===== config.mk =====
export PLATFORM = sky130hd
export DESIGN_NAME = counter_block_pwm_capture
export DESIGN_NICKNAME = d
export VERILOG_FILES = /design/src/logic/counter_block_pkg.sv /design/src/logic/counter_block_pwm_capture.sv /design/src/logic/pwm_level_bank.sv
export VERILOG_INCLUDE_DIRS = /design/src /design/src/logic
export SDC_FILE = /design/constraint.sdc
export NUM_CORES = 1
export LEC_CHECK = 0
export BUFFER_PORTS_ARGS = -buffer_cell sky130_fd_sc_hd__buf_2
export CAP_MARGIN = 20
export CORE_MARGIN = 2
export CORE_UTILIZATION = 56
export DETAILED_ROUTE_END_ITERATION = 8
export GPL_TIMING_DRIVEN = 0
export PLACE_DENSITY = 0.76
export SLEW_MARGIN = 20
export SYNTH_ARGS = -nofsm -noshare
export SYNTH_HDL_FRONTEND = slang
export SYNTH_SLANG_ARGS = --single-unit

===== constraint.sdc =====
create_clock -name core_clk -period 6.7 [get_ports core_clk]
set_clock_uncertainty 0.15 [all_clocks]
set_input_delay 0 -clock core_clk [delete_from_list [all_inputs] [get_ports core_clk]]
set_output_delay 0 -clock core_clk [all_outputs]
set_load 0.005 [all_outputs]

===== src/logic/counter_block_params.svh =====
// register offsets, field positions, reset values and timing counts of the counter block
`ifndef COUNTER_BLOCK_PARAMS_SVH
`define COUNTER_BLOCK_PARAMS_SVH

// ----------------------------------------------------------------------------
// register byte offsets
// ----------------------------------------------------------------------------
`define OFS_MODE 8'h00
`define OFS_ENABLE 8'h04
`define OFS_COMMAND 8'h08
`define OFS_EVENT_COUNT 8'h0C
`define OFS_LATCH_A 8'h10
`define OFS_PWM_COUNT 8'h14
`define OFS_PWM_SINGLE 8'h18
`define OFS_STATUS 8'h1C
`define OFS_BANK_BASE 8'h20
`define OFS_BANK_LAST 8'h4C

// ----------------------------------------------------------------------------
// field positions
// ----------------------------------------------------------------------------
`define ENABLE_EVENT_BIT 0
`define ENABLE_PWM_BIT 1
`define CMD_EVENT_CLEAR_BIT 0
`define CMD_EVENT_CAPTURE_BIT 1
`define CMD_PWM_CAPTURE_BIT 2
`define CMD_SYNC_CAPTURE_BIT 3
`define MODE_WIDTH 9

// ----------------------------------------------------------------------------
// reset values
// ----------------------------------------------------------------------------
`define MODE_RESET 9'h000
`define ENABLE_RESET 2'h0
`define COUNT_RESET 32'h0000_0000

// ----------------------------------------------------------------------------
// timing
// ----------------------------------------------------------------------------
`define CORE_CLK_MHZ 20
`define PWM_REF_MHZ 100
`define PWM_TICKS_PER_CLK (`PWM_REF_MHZ / `CORE_CLK_MHZ)
`define BANK_WORDS 12

`endif


===== src/logic/counter_block_pkg.sv =====
// types shared by the counter block and its capture bank
package counter_block_pkg;

  // per-counter mode field, bit 0 at the bottom
  typedef struct packed {
    logic pwm_on_zc;      // bit 8: zero/capture input carries the pwm signal
    logic pwm_on_b;       // bit 7: direction input carries the pwm signal
    logic ref_rising;     // bit 6: rising edge is the reference edge
    logic zc_enable;      // bit 5: zero/capture input enabled
    logic zc_capture;     // bit 4: 1 capture into latch A, 0 zero the counter
    logic invert_b;       // bit 3
    logic invert_a;       // bit 2
    logic zc_level;       // bit 1: 1 acts while high, 0 acts on rising edge
    logic quadrature;     // bit 0: 1 four-edge, 0 clock/direction
  } mode_type;

  typedef struct packed {
    logic sync_capture;
    logic pwm_capture;
    logic event_capture;
    logic event_clear;
  } command_type;

  // edge events from the selected pwm input
  typedef struct packed {
    logic rise;
    logic fall;
  } pwm_edge_type;

endpackage : counter_block_pkg


===== src/logic/counter_block_pwm_capture.sv =====
// counter block: event counter, pwm counter with capture levels, ahb-lite registers
//
// The register addresses and the AHB-Lite slave port were left to the implementer.
`timescale 1ns/1ps
`include "counter_block_params.svh"

// Contract
// - pwm counter advances from a 100 MHz reference, not from external inputs
// - pwm counter captured on both edges of chosen input; selected polarity is the reference edge
// - software may command a capture of the current counter value anytime
// - high zero/capture input zeroes counter or copies it into latch A
// - clock/direction: each rising count edge steps by one, direction high counts up
// - count and direction inputs can each be inverted by mode bits
// - quadrature direction follows the order of edges of both inputs
// - quadrature: every edge on either input steps the counter by one
// - two independent 32-bit counters: up/down event counter and pwm counter
// - three rising and three falling capture levels, each with a shadow
// - rising edge loads rise level 1; rising reference shifts both chains
// - falling edge loads fall level 1; falling reference shifts fall chain
// - single pwm capture register loaded only by software capture command
// - sync capture copies all counters and levels into shadows at once
// - enable, clear and capture commands take a per-counter bit mask; clear has a bit for the event counter only
// - mode bits 0-5: mode, clear mode, inversions, clear/capture, enable
// - mode bit 6 picks rising reference, bits 7 and 8 pick pwm input
module counter_block_pwm_capture
  import counter_block_pkg::*;
#(
  parameter int unsigned PWM_STEP = `PWM_TICKS_PER_CLK
)
(
  // clock and reset
  input wire logic core_clk,
  input wire logic rst,
  // external pulse inputs
  input wire logic count_pulse_in,
  input wire logic direction_in,
  input wire logic zero_or_capture_input,
  // ahb-lite slave
  input wire logic hsel,
  input wire logic [31:0] haddr,
  input wire logic [1:0] htrans,
  input wire logic hwrite,
  input wire logic [2:0] hsize,
  input wire logic [31:0] hwdata,
  input wire logic hready,
  output logic hreadyout,
  output logic [31:0] hrdata,
  output logic hresp
);

  // a step of zero would freeze the pwm counter and make every level equal;
  // the upper bound keeps one core period well below a wrap of the counter
  if (PWM_STEP < 1 || PWM_STEP > 255) begin : gen_step_check
    $error("PWM_STEP out of range");
  end

  // ----------------------------------------------------------------------------
  // decode helpers
  // ----------------------------------------------------------------------------
  function automatic logic is_bank(input logic [7:0] a);
    return (a >= `OFS_BANK_BASE) && (a <= `OFS_BANK_LAST) && (a[1:0] == 2'h0);
  endfunction : is_bank

  function automatic logic [3:0] bank_index(input logic [7:0] a);
    logic [7:0] d;
    d = a - `OFS_BANK_BASE;
    return d[5:2];
  endfunction : bank_index

  // a write lands at the edge that ends its data phase
  function automatic logic wr_hit(input logic wr, input logic [7:0] a, input logic [7:0] ofs);
    return wr && (a == ofs);
  endfunction : wr_hit

  // four-edge step: 2'b01 up, 2'b10 down, 2'b00 none or illegal double change
  function automatic logic [1:0] quad_step(input logic [1:0] prev, input logic [1:0] cur);
    case ({prev, cur})
      4'b0010, 4'b1011, 4'b1101, 4'b0100: quad_step = 2'h1;
      4'b0001, 4'b0111, 4'b1110, 4'b1000: quad_step = 2'h2;
      default: quad_step = 2'h0;
    endcase
  endfunction : quad_step

  // ----------------------------------------------------------------------------
  // input conditioning
  // ----------------------------------------------------------------------------
  // three stages; a level is accepted only once stages two and three agree,
  // which drops single-cycle glitches at the cost of one extra cycle of delay
  logic [2:0] pin_raw;
  logic [2:0] pin_s1;
  logic [2:0] pin_s2;
  logic [2:0] pin_s3;
  logic [2:0] pin_level;
  logic [2:0] pin_prev;

  assign pin_raw = {zero_or_capture_input, direction_in, count_pulse_in};

  always_ff @(posedge core_clk) begin
    if (rst) begin
      pin_s1 <= 3'h0;
      pin_s2 <= 3'h0;
      pin_s3 <= 3'h0;
    end else begin
      pin_s1 <= pin_raw;
      pin_s2 <= pin_s1;
      pin_s3 <= pin_s2;
    end
  end

  always_ff @(posedge core_clk) begin
    if (rst) begin
      pin_level <= 3'h0;
      pin_prev <= 3'h0;
    end else begin
      pin_level <= (~(pin_s2 ^ pin_s3) & pin_s3) | ((pin_s2 ^ pin_s3) & pin_level);
      pin_prev <= pin_level;
    end
  end

  // ----------------------------------------------------------------------------
  // registers
  // ----------------------------------------------------------------------------
  mode_type mode;
  logic [1:0] run_mask;
  command_type cmd;
  logic [31:0] event_count;
  logic [31:0] latch_a;
  logic [31:0] pwm_count;
  logic [31:0] pwm_single;

  // bus pipeline
  logic addr_valid;
  logic wr_pending;
  logic [7:0] wr_addr;
  logic rd_bank;
  logic [31:0] rd_reg;
  logic [31:0] bank_rd_data;

  assign addr_valid = hsel && hready && htrans[1];
  assign hreadyout = 1'b1;
  assign hresp = 1'b0;

  always_ff @(posedge core_clk) begin
    if (rst) begin
      wr_pending <= 1'b0;
      wr_addr <= 8'h00;
    end else if (hready) begin
      wr_pending <= addr_valid && hwrite;
      wr_addr <= haddr[7:0];
    end
  end

  always_ff @(posedge core_clk) begin
    if (rst) begin
      mode <= `MODE_RESET;
    end else if (wr_hit(wr_pending, wr_addr, `OFS_MODE)) begin
      mode <= hwdata[`MODE_WIDTH-1:0];
    end
  end

  always_ff @(posedge core_clk) begin
    if (rst) begin
      run_mask <= `ENABLE_RESET;
    end else if (wr_hit(wr_pending, wr_addr, `OFS_ENABLE)) begin
      run_mask <= hwdata[1:0];
    end
  end

  // commands are one-cycle pulses out of the write data phase
  always_comb begin
    cmd = '0;
    if (wr_hit(wr_pending, wr_addr, `OFS_COMMAND)) begin
      cmd.event_clear = hwdata[`CMD_EVENT_CLEAR_BIT];
      cmd.event_capture = hwdata[`CMD_EVENT_CAPTURE_BIT];
      cmd.pwm_capture = hwdata[`CMD_PWM_CAPTURE_BIT];
      cmd.sync_capture = hwdata[`CMD_SYNC_CAPTURE_BIT];
    end
  end

  // ----------------------------------------------------------------------------
  // event counter
  // ----------------------------------------------------------------------------
  logic cnt_a;
  logic cnt_b;
  logic cnt_a_prev;
  logic cnt_b_prev;
  logic zc_rise;
  logic zc_act;
  logic step_up;
  logic step_down;
  logic [1:0] quad;

  assign cnt_a = pin_level[0] ^ mode.invert_a;
  assign cnt_b = pin_level[1] ^ mode.invert_b;
  assign cnt_a_prev = pin_prev[0] ^ mode.invert_a;
  assign cnt_b_prev = pin_prev[1] ^ mode.invert_b;
  assign zc_rise = pin_level[2] && !pin_prev[2];
  assign zc_act = mode.zc_enable && (mode.zc_level ? pin_level[2] : zc_rise);
  assign quad = quad_step({cnt_a_prev, cnt_b_prev}, {cnt_a, cnt_b});

  always_comb begin
    step_up = 1'b0;
    step_down = 1'b0;
    if (mode.quadrature) begin
      step_up = quad[0];
      step_down = quad[1];
    end else if (cnt_a && !cnt_a_prev) begin
      step_up = cnt_b;
      step_down = !cnt_b;
    end
  end

  // clearing beats counting: a step landing in the clear cycle is dropped
  always_ff @(posedge core_clk) begin
    if (rst) begin
      event_count <= `COUNT_RESET;
    end else if (cmd.event_clear || (zc_act && !mode.zc_capture)) begin
      event_count <= `COUNT_RESET;
    end else if (run_mask[`ENABLE_EVENT_BIT]) begin
      if (step_up) begin
        event_count <= event_count + 32'h0000_0001;
      end else if (step_down) begin
        event_count <= event_count - 32'h0000_0001;
      end
    end
  end

  always_ff @(posedge core_clk) begin
    if (rst) begin
      latch_a <= `COUNT_RESET;
    end else if (cmd.event_capture || cmd.sync_capture || (zc_act && mode.zc_capture)) begin
      latch_a <= event_count;
    end
  end

  // ----------------------------------------------------------------------------
  // pwm counter
  // ----------------------------------------------------------------------------
  // the 100 MHz reference is modelled as PWM_STEP ticks per core clock, so the
  // measured resolution is one core period even though units stay 10 ns
  logic pwm_in;
  logic pwm_in_prev;
  pwm_edge_type pwm_edge;

  always_ff @(posedge core_clk) begin
    if (rst) begin
      pwm_count <= `COUNT_RESET;
    end else if (run_mask[`ENABLE_PWM_BIT]) begin
      pwm_count <= pwm_count + 32'(PWM_STEP);
    end
  end

  always_comb begin
    pwm_in = pin_level[0];
    pwm_in_prev = pin_prev[0];
    if (mode.pwm_on_zc) begin
      pwm_in = pin_level[2];
      pwm_in_prev = pin_prev[2];
    end else if (mode.pwm_on_b) begin
      pwm_in = pin_level[1];
      pwm_in_prev = pin_prev[1];
    end
  end

  // edges are only taken while the pwm counter runs
  assign pwm_edge.rise = run_mask[`ENABLE_PWM_BIT] && pwm_in && !pwm_in_prev;
  assign pwm_edge.fall = run_mask[`ENABLE_PWM_BIT] && !pwm_in && pwm_in_prev;

  always_ff @(posedge core_clk) begin
    if (rst) begin
      pwm_single <= `COUNT_RESET;
    end else if (cmd.pwm_capture || cmd.sync_capture) begin
      pwm_single <= pwm_count;
    end
  end

  pwm_level_bank u_bank (
    .core_clk(core_clk),
    .rst(rst),
    .edge_evt(pwm_edge),
    .ref_rising(mode.ref_rising),
    .shadow_copy(cmd.sync_capture),
    .count_value(pwm_count),
    .rd_index(bank_index(haddr[7:0])),
    .rd_data(bank_rd_data)
  );

  // ----------------------------------------------------------------------------
  // read path
  // ----------------------------------------------------------------------------
  // both the bank and rd_reg register at the address-phase edge, so every read
  // is answered with no wait state
  always_ff @(posedge core_clk) begin
    if (rst) begin
      rd_bank <= 1'b0;
      rd_reg <= 32'h0000_0000;
    end else if (addr_valid && !hwrite) begin
      rd_bank <= is_bank(haddr[7:0]);
      case (haddr[7:0])
        `OFS_MODE: rd_reg <= {23'h000000, mode};
        `OFS_ENABLE: rd_reg <= {30'h00000000, run_mask};
        `OFS_EVENT_COUNT: rd_reg <= event_count;
        `OFS_LATCH_A: rd_reg <= latch_a;
        `OFS_PWM_COUNT: rd_reg <= pwm_count;
        `OFS_PWM_SINGLE: rd_reg <= pwm_single;
        `OFS_STATUS: rd_reg <= {29'h00000000, pin_level};
        default: rd_reg <= 32'h0000_0000;
      endcase
    end
  end

  // ----------------------------------------------------------------------------
  // bank read hold
  // ----------------------------------------------------------------------------
  // the bank's read register follows haddr every cycle and its levels move on
  // every pwm edge, so its word is copied once at the end of the data phase;
  // hrdata then stands until the next read is taken
  logic bank_fresh;
  logic [31:0] bank_hold;

  always_ff @(posedge core_clk) begin
    if (rst) begin
      bank_fresh <= 1'b0;
    end else begin
      bank_fresh <= addr_valid && !hwrite;
    end
  end

  always_ff @(posedge core_clk) begin
    if (rst) begin
      bank_hold <= 32'h0000_0000;
    end else if (bank_fresh) begin
      bank_hold <= bank_rd_data;
    end
  end

  // software computes period from the shadowed levels 2 and 3, and high time too with a rising reference
  assign hrdata = rd_bank ? (bank_fresh ? bank_rd_data : bank_hold) : rd_reg;

endmodule : counter_block_pwm_capture


===== src/logic/pwm_level_bank.sv =====
// pwm capture levels with shadow copies, registered read port
`timescale 1ns/1ps
`include "counter_block_params.svh"

module pwm_level_bank
  import counter_block_pkg::*;
(
  // clock and reset
  input wire logic core_clk,
  input wire logic rst,
  // capture events
  input wire pwm_edge_type edge_evt,
  input wire logic ref_rising,
  input wire logic shadow_copy,
  input wire logic [31:0] count_value,
  // read port
  input wire logic [3:0] rd_index,
  output logic [31:0] rd_data
);

  logic [31:0] rise_lvl [3];
  logic [31:0] fall_lvl [3];
  logic [31:0] rise_shd [3];
  logic [31:0] fall_shd [3];

  // ----------------------------------------------------------------------------
  // live levels
  // ----------------------------------------------------------------------------
  always_ff @(posedge core_clk) begin
    if (rst) begin
      for (int i = 0; i < 3; i++) begin
        rise_lvl[i] <= `COUNT_RESET;
      end
    end else if (edge_evt.rise) begin
      rise_lvl[0] <= count_value;
      if (ref_rising) begin
        rise_lvl[2] <= rise_lvl[1];
        rise_lvl[1] <= rise_lvl[0];
      end
    end else if (edge_evt.fall && !ref_rising) begin
      rise_lvl[2] <= rise_lvl[2];
    end
  end

  always_ff @(posedge core_clk) begin
    if (rst) begin
      for (int i = 0; i < 3; i++) begin
        fall_lvl[i] <= `COUNT_RESET;
      end
    end else if (edge_evt.fall) begin
      fall_lvl[0] <= count_value;
      if (!ref_rising) begin
        fall_lvl[2] <= fall_lvl[1];
        fall_lvl[1] <= fall_lvl[0];
      end
    end else if (edge_evt.rise && ref_rising) begin
      fall_lvl[2] <= fall_lvl[1];
      fall_lvl[1] <= fall_lvl[0];
    end
  end

  // ----------------------------------------------------------------------------
  // shadows take the pre-edge levels when an edge lands in the copy cycle
  // ----------------------------------------------------------------------------
  always_ff @(posedge core_clk) begin
    if (rst) begin
      for (int i = 0; i < 3; i++) begin
        rise_shd[i] <= `COUNT_RESET;
        fall_shd[i] <= `COUNT_RESET;
      end
    end else if (shadow_copy) begin
      for (int i = 0; i < 3; i++) begin
        rise_shd[i] <= rise_lvl[i];
        fall_shd[i] <= fall_lvl[i];
      end
    end
  end

  // ----------------------------------------------------------------------------
  // read port
  // ----------------------------------------------------------------------------
  always_ff @(posedge core_clk) begin
    if (rst) begin
      rd_data <= `COUNT_RESET;
    end else begin
      case (rd_index)
        4'h0: rd_data <= rise_lvl[0];
        4'h1: rd_data <= rise_lvl[1];
        4'h2: rd_data <= rise_lvl[2];
        4'h3: rd_data <= fall_lvl[0];
        4'h4: rd_data <= fall_lvl[1];
        4'h5: rd_data <= fall_lvl[2];
        4'h6: rd_data <= rise_shd[0];
        4'h7: rd_data <= rise_shd[1];
        4'h8: rd_data <= rise_shd[2];
        4'h9: rd_data <= fall_shd[0];
        4'hA: rd_data <= fall_shd[1];
        4'hB: rd_data <= fall_shd[2];
        default: rd_data <= `COUNT_RESET;
      endcase
    end
  end

endmodule : pwm_level_bank


== Yosys cells after proc, flatten, opt, wreduce, memory -nomap -nowiden ==
Memory sizes are Yosys's and may differ from the RTL's.
Cells that the tools add are included.
Storage, ports and cells
  register bits: 261
  RAM bits: 384
  ROM bits: 32
  input port bits: 77
  output and inout port bits: 34
  word-level logic and storage cells: 177
  memories kept: 5
Memories
  u_bank.fall_lvl: words 3, bits a word 32, read ports 3, clocked after Yosys merged registers in 0, wr ports 3, line pwm_level_bank.sv:22  | logic [31:0] fall_lvl [3];
  u_bank.fall_shd: words 3, bits a word 32, read ports 3, clocked after Yosys merged registers in 0, wr ports 3, line pwm_level_bank.sv:24  | logic [31:0] fall_shd [3];
  u_bank.rise_lvl: words 3, bits a word 32, read ports 3, clocked after Yosys merged registers in 0, wr ports 3, line pwm_level_bank.sv:21  | logic [31:0] rise_lvl [3];
  u_bank.rise_shd: words 3, bits a word 32, read ports 3, clocked after Yosys merged registers in 0, wr ports 3, line pwm_level_bank.sv:23  | logic [31:0] rise_shd [3];
  (name not given): words 16, bits a word 2, read ports 1, clocked after Yosys merged registers in 0, wr ports 0, line counter_block_pwm_capture.sv:77  | case ({prev, cur})
Cells by class
  add/subtract/negate cells: 4
  $lt $le $gt $ge: 2
  equal/unequal tests: 19
  multiplexer cells: 58
  bitwise operators: 24
  reductions and logical operators: 39
Operators with widths (count)
  two-way mux 32 bit: 19
  case mux 32 bit (12 select lines): 1
  case mux 32 bit (7 select lines): 1
  two-way mux 1 bit: 36
  adder 32 x 1 -> 32 bit (second input constant): 1
  adder 32 x 3 -> 32 bit (second input constant): 1
  equality test 8 x 5 -> 1 bit (second input constant): 4
  subtractor 32 x 1 -> 32 bit (second input constant): 1
  logical AND 1 bit: 20
  equality test 4 x 3 -> 1 bit (second input constant): 4
  equality test 4 bit (second input constant): 4
  equality test 8 x 3 -> 1 bit (second input constant): 2
  equality test 8 x 4 -> 1 bit (second input constant): 2
  logical NOT 8 bit: 2
  bitwise OR 1 bit: 15
  equality test 4 x 2 -> 1 bit (second input constant): 2
  >= comparator 8 x 6 -> 1 bit (second input constant): 1
  less-or-equal comparator 8 x 7 -> 1 bit (second input constant): 1
  logical NOT 1 bit: 8
  AND 3 bit: 2
  subtractor 6 bit (second input constant): 1
  equality test 4 x 1 -> 1 bit (second input constant): 1
  logical NOT 4 bit: 1
  logical OR 1 bit: 4
  other kinds (9): 12

== Logic depth before layout (Yosys ltp) ==
  word-level depth: 11
  gate-level depth with buffers: 16

== Cells and area by module ==
Synthesis repeated with hierarchy kept, for this count alone.
Second synthesis, totals
  cell total of the unflattened synthesis: 2653
  area, all modules: 29079.1 um^2
Modules (own cells, without submodules)
  pwm_level_bank: times used 1, cells each 1337, area each 18321.3 um^2, sequential area each 12171.7 um^2
  counter_block_pwm_capture: times used 1, cells each 1316, area each 10757.8 um^2, sequential area each 4584.4 um^2

== Worst setup path before layout ==
Ideal clock, no wire load.
  kind: register to register
  from: reg wr_addr[0]
  to: mem u_bank.fall_shd[0][0], enable pin
  arrival: 6094 ps
  required time: 5964 ps
  slack: -130 ps
  cell stages (with the launch flop): 6
  buffers on the path: 0
  period minus slack after synthesis: 6830 ps
  cells stage by stage: dfxtp_1 or4_1 or4b_1 nor3b_2 nand2_1 nand2b_1
RTL lines
  from (decl): line counter_block_pwm_capture.sv:134  | logic [7:0] wr_addr;
  from (signal assigned): line counter_block_pwm_capture.sv:149  | wr_addr <= haddr[7:0];
  to (decl): line pwm_level_bank.sv:24

==> run metrics <==
post-synthesis async set-or-reset flop share=0; via/cell ratio=6.390; failing checks=negative hold slack; DRC Markers=0; largest net degree at the start of global routing=56; Worst-Skew Late Latency=0.61 ns; status=finished with violations; Reg2Reg Capture Point=event_count[24]$_SDFFE_PP0P_; Initial Util=0.5686; Worst Hold Class=input port to flip-flop; count of pins over their slew limit=0; hold path startpoint=hready; VDD IR-drop max=190.2 uV; IO Port Bufs=56; share of layout cells above drive strength 1=0.07382; CP endpoint kind=flip-flop; Iter 0 DRT Violations=3207; Pleak=11.23 nW; Syn Nets=2594; antenna-violating nets left=0; FF+latch area=16760 um2; crit-path max FO=10; Die Height=227.2 um; share of the synthesized area in the top cell type=0.4134; num rows=81; # IOs=111; vias in the first global route=21390; Tcrit/Tclk final=0.7848; fill cell total of the finished layout=3833; DP Area=29220 um2; area of the multi-input gates=10280 um2; Synth area leaders=edfxtp_1 (41%), dfxtp_1 (19%), and2_1 (8.6%), a22oi_1 (4.7%), nor2_1 (3.3%); Die Footprint=51610 um2; Num CTS Buffers=69; largest area contributor in the netlist=edfxtp_1; total core area=49050 um2; post-DP HPWL=61.85 mm; post-synthesis sequential area ratio=0.6008; Setup crit start kind=flip-flop; synthesized instance count=2515; final RePlAce weighted congestion=0.9602; design area=31660 um2; Hold WS=-0.004745 ns; gr ovfl total=0; Hold Path End=wr_addr[1]$_SDFFE_PP0P_; Clock Tree Root=clkbuf_16; commonest non-fill, non-tap cells in the layout=and2_1 (385), edfxtp_1 (384), dfxtp_1 (261); first-pass GRT wire length=132.9 mm; Layout area overhead=13.50%; worst relative slew slack=0.2221; H-tree Lvls=3; DR pass1 iterations=7; setup violators final=0; Final min period=5.258 ns; critical path arrival=5.64 ns; gr usage total=0.3526; Setup Total Neg Slack=0 ns; number of flops mapped to enable cells by yosys=384; cell area power density=266.7 nW/um2; Avg WL per Cell=26.70 um; initial antenna violation count=6; clk buf depth=3; Routed WL=90.47 mm; Post-CTS Setup Inserts=0; synth warn=0; synthesized area=27890 um2; Via Count=21650; #FFs+latches synth=645; CTS tree=yes; Syn Area/Cell=11.09 um2; number of cells on the worst reg-to-reg path=15; ys flop type=edfxtp_1; f_max=0.1902 GHz; post-synth cell types=67; commonest non-fill, non-tap cell in the layout=and2_1; Hold Vio Cnt, Final=1; hold path depth=4; CTS Sinks=645; number of max-cap violations=0; Slew @ Worst Pin=1.167 ns; Total Nets Final=2751; critical path class=flip-flop to flip-flop; Clock Pin Slew Worst Setup and Hold Paths=0.06 ns; reg2reg setup slack=1.44 ns; RSZ-0062 raised after global routing=no; Die X-Extent=227.2 um; Crit path required time=7.08 ns
## stage by stage
stage / hold slack (ns) / setup slack (ns) / utilization / power [mW] / cells
3_3_place_gp: 0.06701 / 0.6189 / 0.5913 / 4.665 / 3235
3_5_place_dp: 0.07333 / 1.582 / 0.5956 / 4.674 / 3244
5_1_grt: 0.01218 / 1.160 / 0.6453 / 8.610 / 3387
2_1_floorplan: -0.02182 / 2.028 / - / 4.535 / 2515
4_1_cts: 0.0001046 / 1.528 / 0.6453 / 8.429 / 3387
6_report: -0.004745 / 1.442 / 0.6454 / 8.444 / 3388
## worst max-delay path, cell delays in order, from the launching register on
cell and delay [ns]:
dfxtp_1 0.50, xor2_1 0.18, or4_1 0.53, buf_2 0.19, nand3_1 0.18, buf_2 0.30
clkbuf_1 0.58, xnor2_1 0.19, ha_1 0.29, nand3_1 0.20, nor3_1 0.62, nand2_1 0.14
or4_4 0.55, or3_1 0.32, a21boi_1 0.14, nand3b_1 0.11
## kinds of logic (layout without fill, tap and decap cells)
kind of cell,count (synthesis),count (layout),share of synthesized area
AND/OR/NAND/NOR,1008,1008,0.1912
flip-flops,645,645,0.6008
AO/OA/AOI/OAI,490,490,0.1255
buffers and inverters,224,432,0.03194
multiplexers,91,91,0.03275
XOR/XNOR,53,53,0.01664
adder cells (fa/ha/maj),2,2,0.0008970
other,2,3,0.0002693
## how the worst max path moves through the flow
stage | from | end | depth (start not counted)
detailed placement | flip-flop | event_count[24]$_SDFFE_PP0P_ | 15
floorplan | wr_addr[0]$_SDFFE_PP0P_ | u_bank.fall_shd[0][0]$_SDFFCE_PN0P_ | 5
global route | flip-flop | event_count[28]$_SDFFE_PP0P_ | 15
global placement | wr_addr[0]$_SDFFE_PP0P_ | u_bank.rise_shd[0][54]$_SDFFCE_PN0P_ | 5
CTS | flip-flop | event_count[24]$_SDFFE_PP0P_ | 15
finish | flip-flop | event_count[24]$_SDFFE_PP0P_ | 15
## layout make-up
class,instances,area share
flip-flops and latches,645,0.5293
well taps,664,0.02624
clock buffers,97,0.06174
inverters,12,0.001423
plain buffers,212,0.02676
multi-input cells,1646,0.3249
repair buffers,86,0.02095
clock inverters,25,0.008616
diodes,1,0.00007905
## what timing repair did
item / in CTS / in global routing
setup endpoints to repair: 0 / 0
hold buffers: 21 / 0
resized for setup: 0 / 0
hold endpoints to repair: 27 / 0
## cell usage after synthesis (35+ instances only)
| cell type | number |
|---|---|
| a21oi_1 | 97 |
| a221oi_1 | 55 |
| a22o_1 | 54 |
| a22oi_1 | 176 |
| a31oi_1 | 35 |
| and2_1 | 385 |
| clkbuf_1 | 174 |
| dfxtp_1 | 261 |
| edfxtp_1 | 384 |
| mux2i_1 | 89 |
| nand2_1 | 146 |
| nand4_1 | 36 |
| nor2_1 | 244 |
| nor3_1 | 37 |
## per-layer routing
metal,global-route usage,wire length [um],up-vias
li1,-,-,9475
met1,0.4314,32660,10420
met2,0.5790,42220,1430
met3,0.08712,10300,315
met4,0.1868,5256,4
met5,0,28,-
## power breakdown
group	internal (mW)	switching (mW)	leakage, nW	total, mW
Sequential	4.29	0.0511	6.07	4.34
Clock	2.26	1.57	1.09	3.83
Combinational	0.0719	0.204	4.07	0.276
Power figures use the tool's default switching activity.
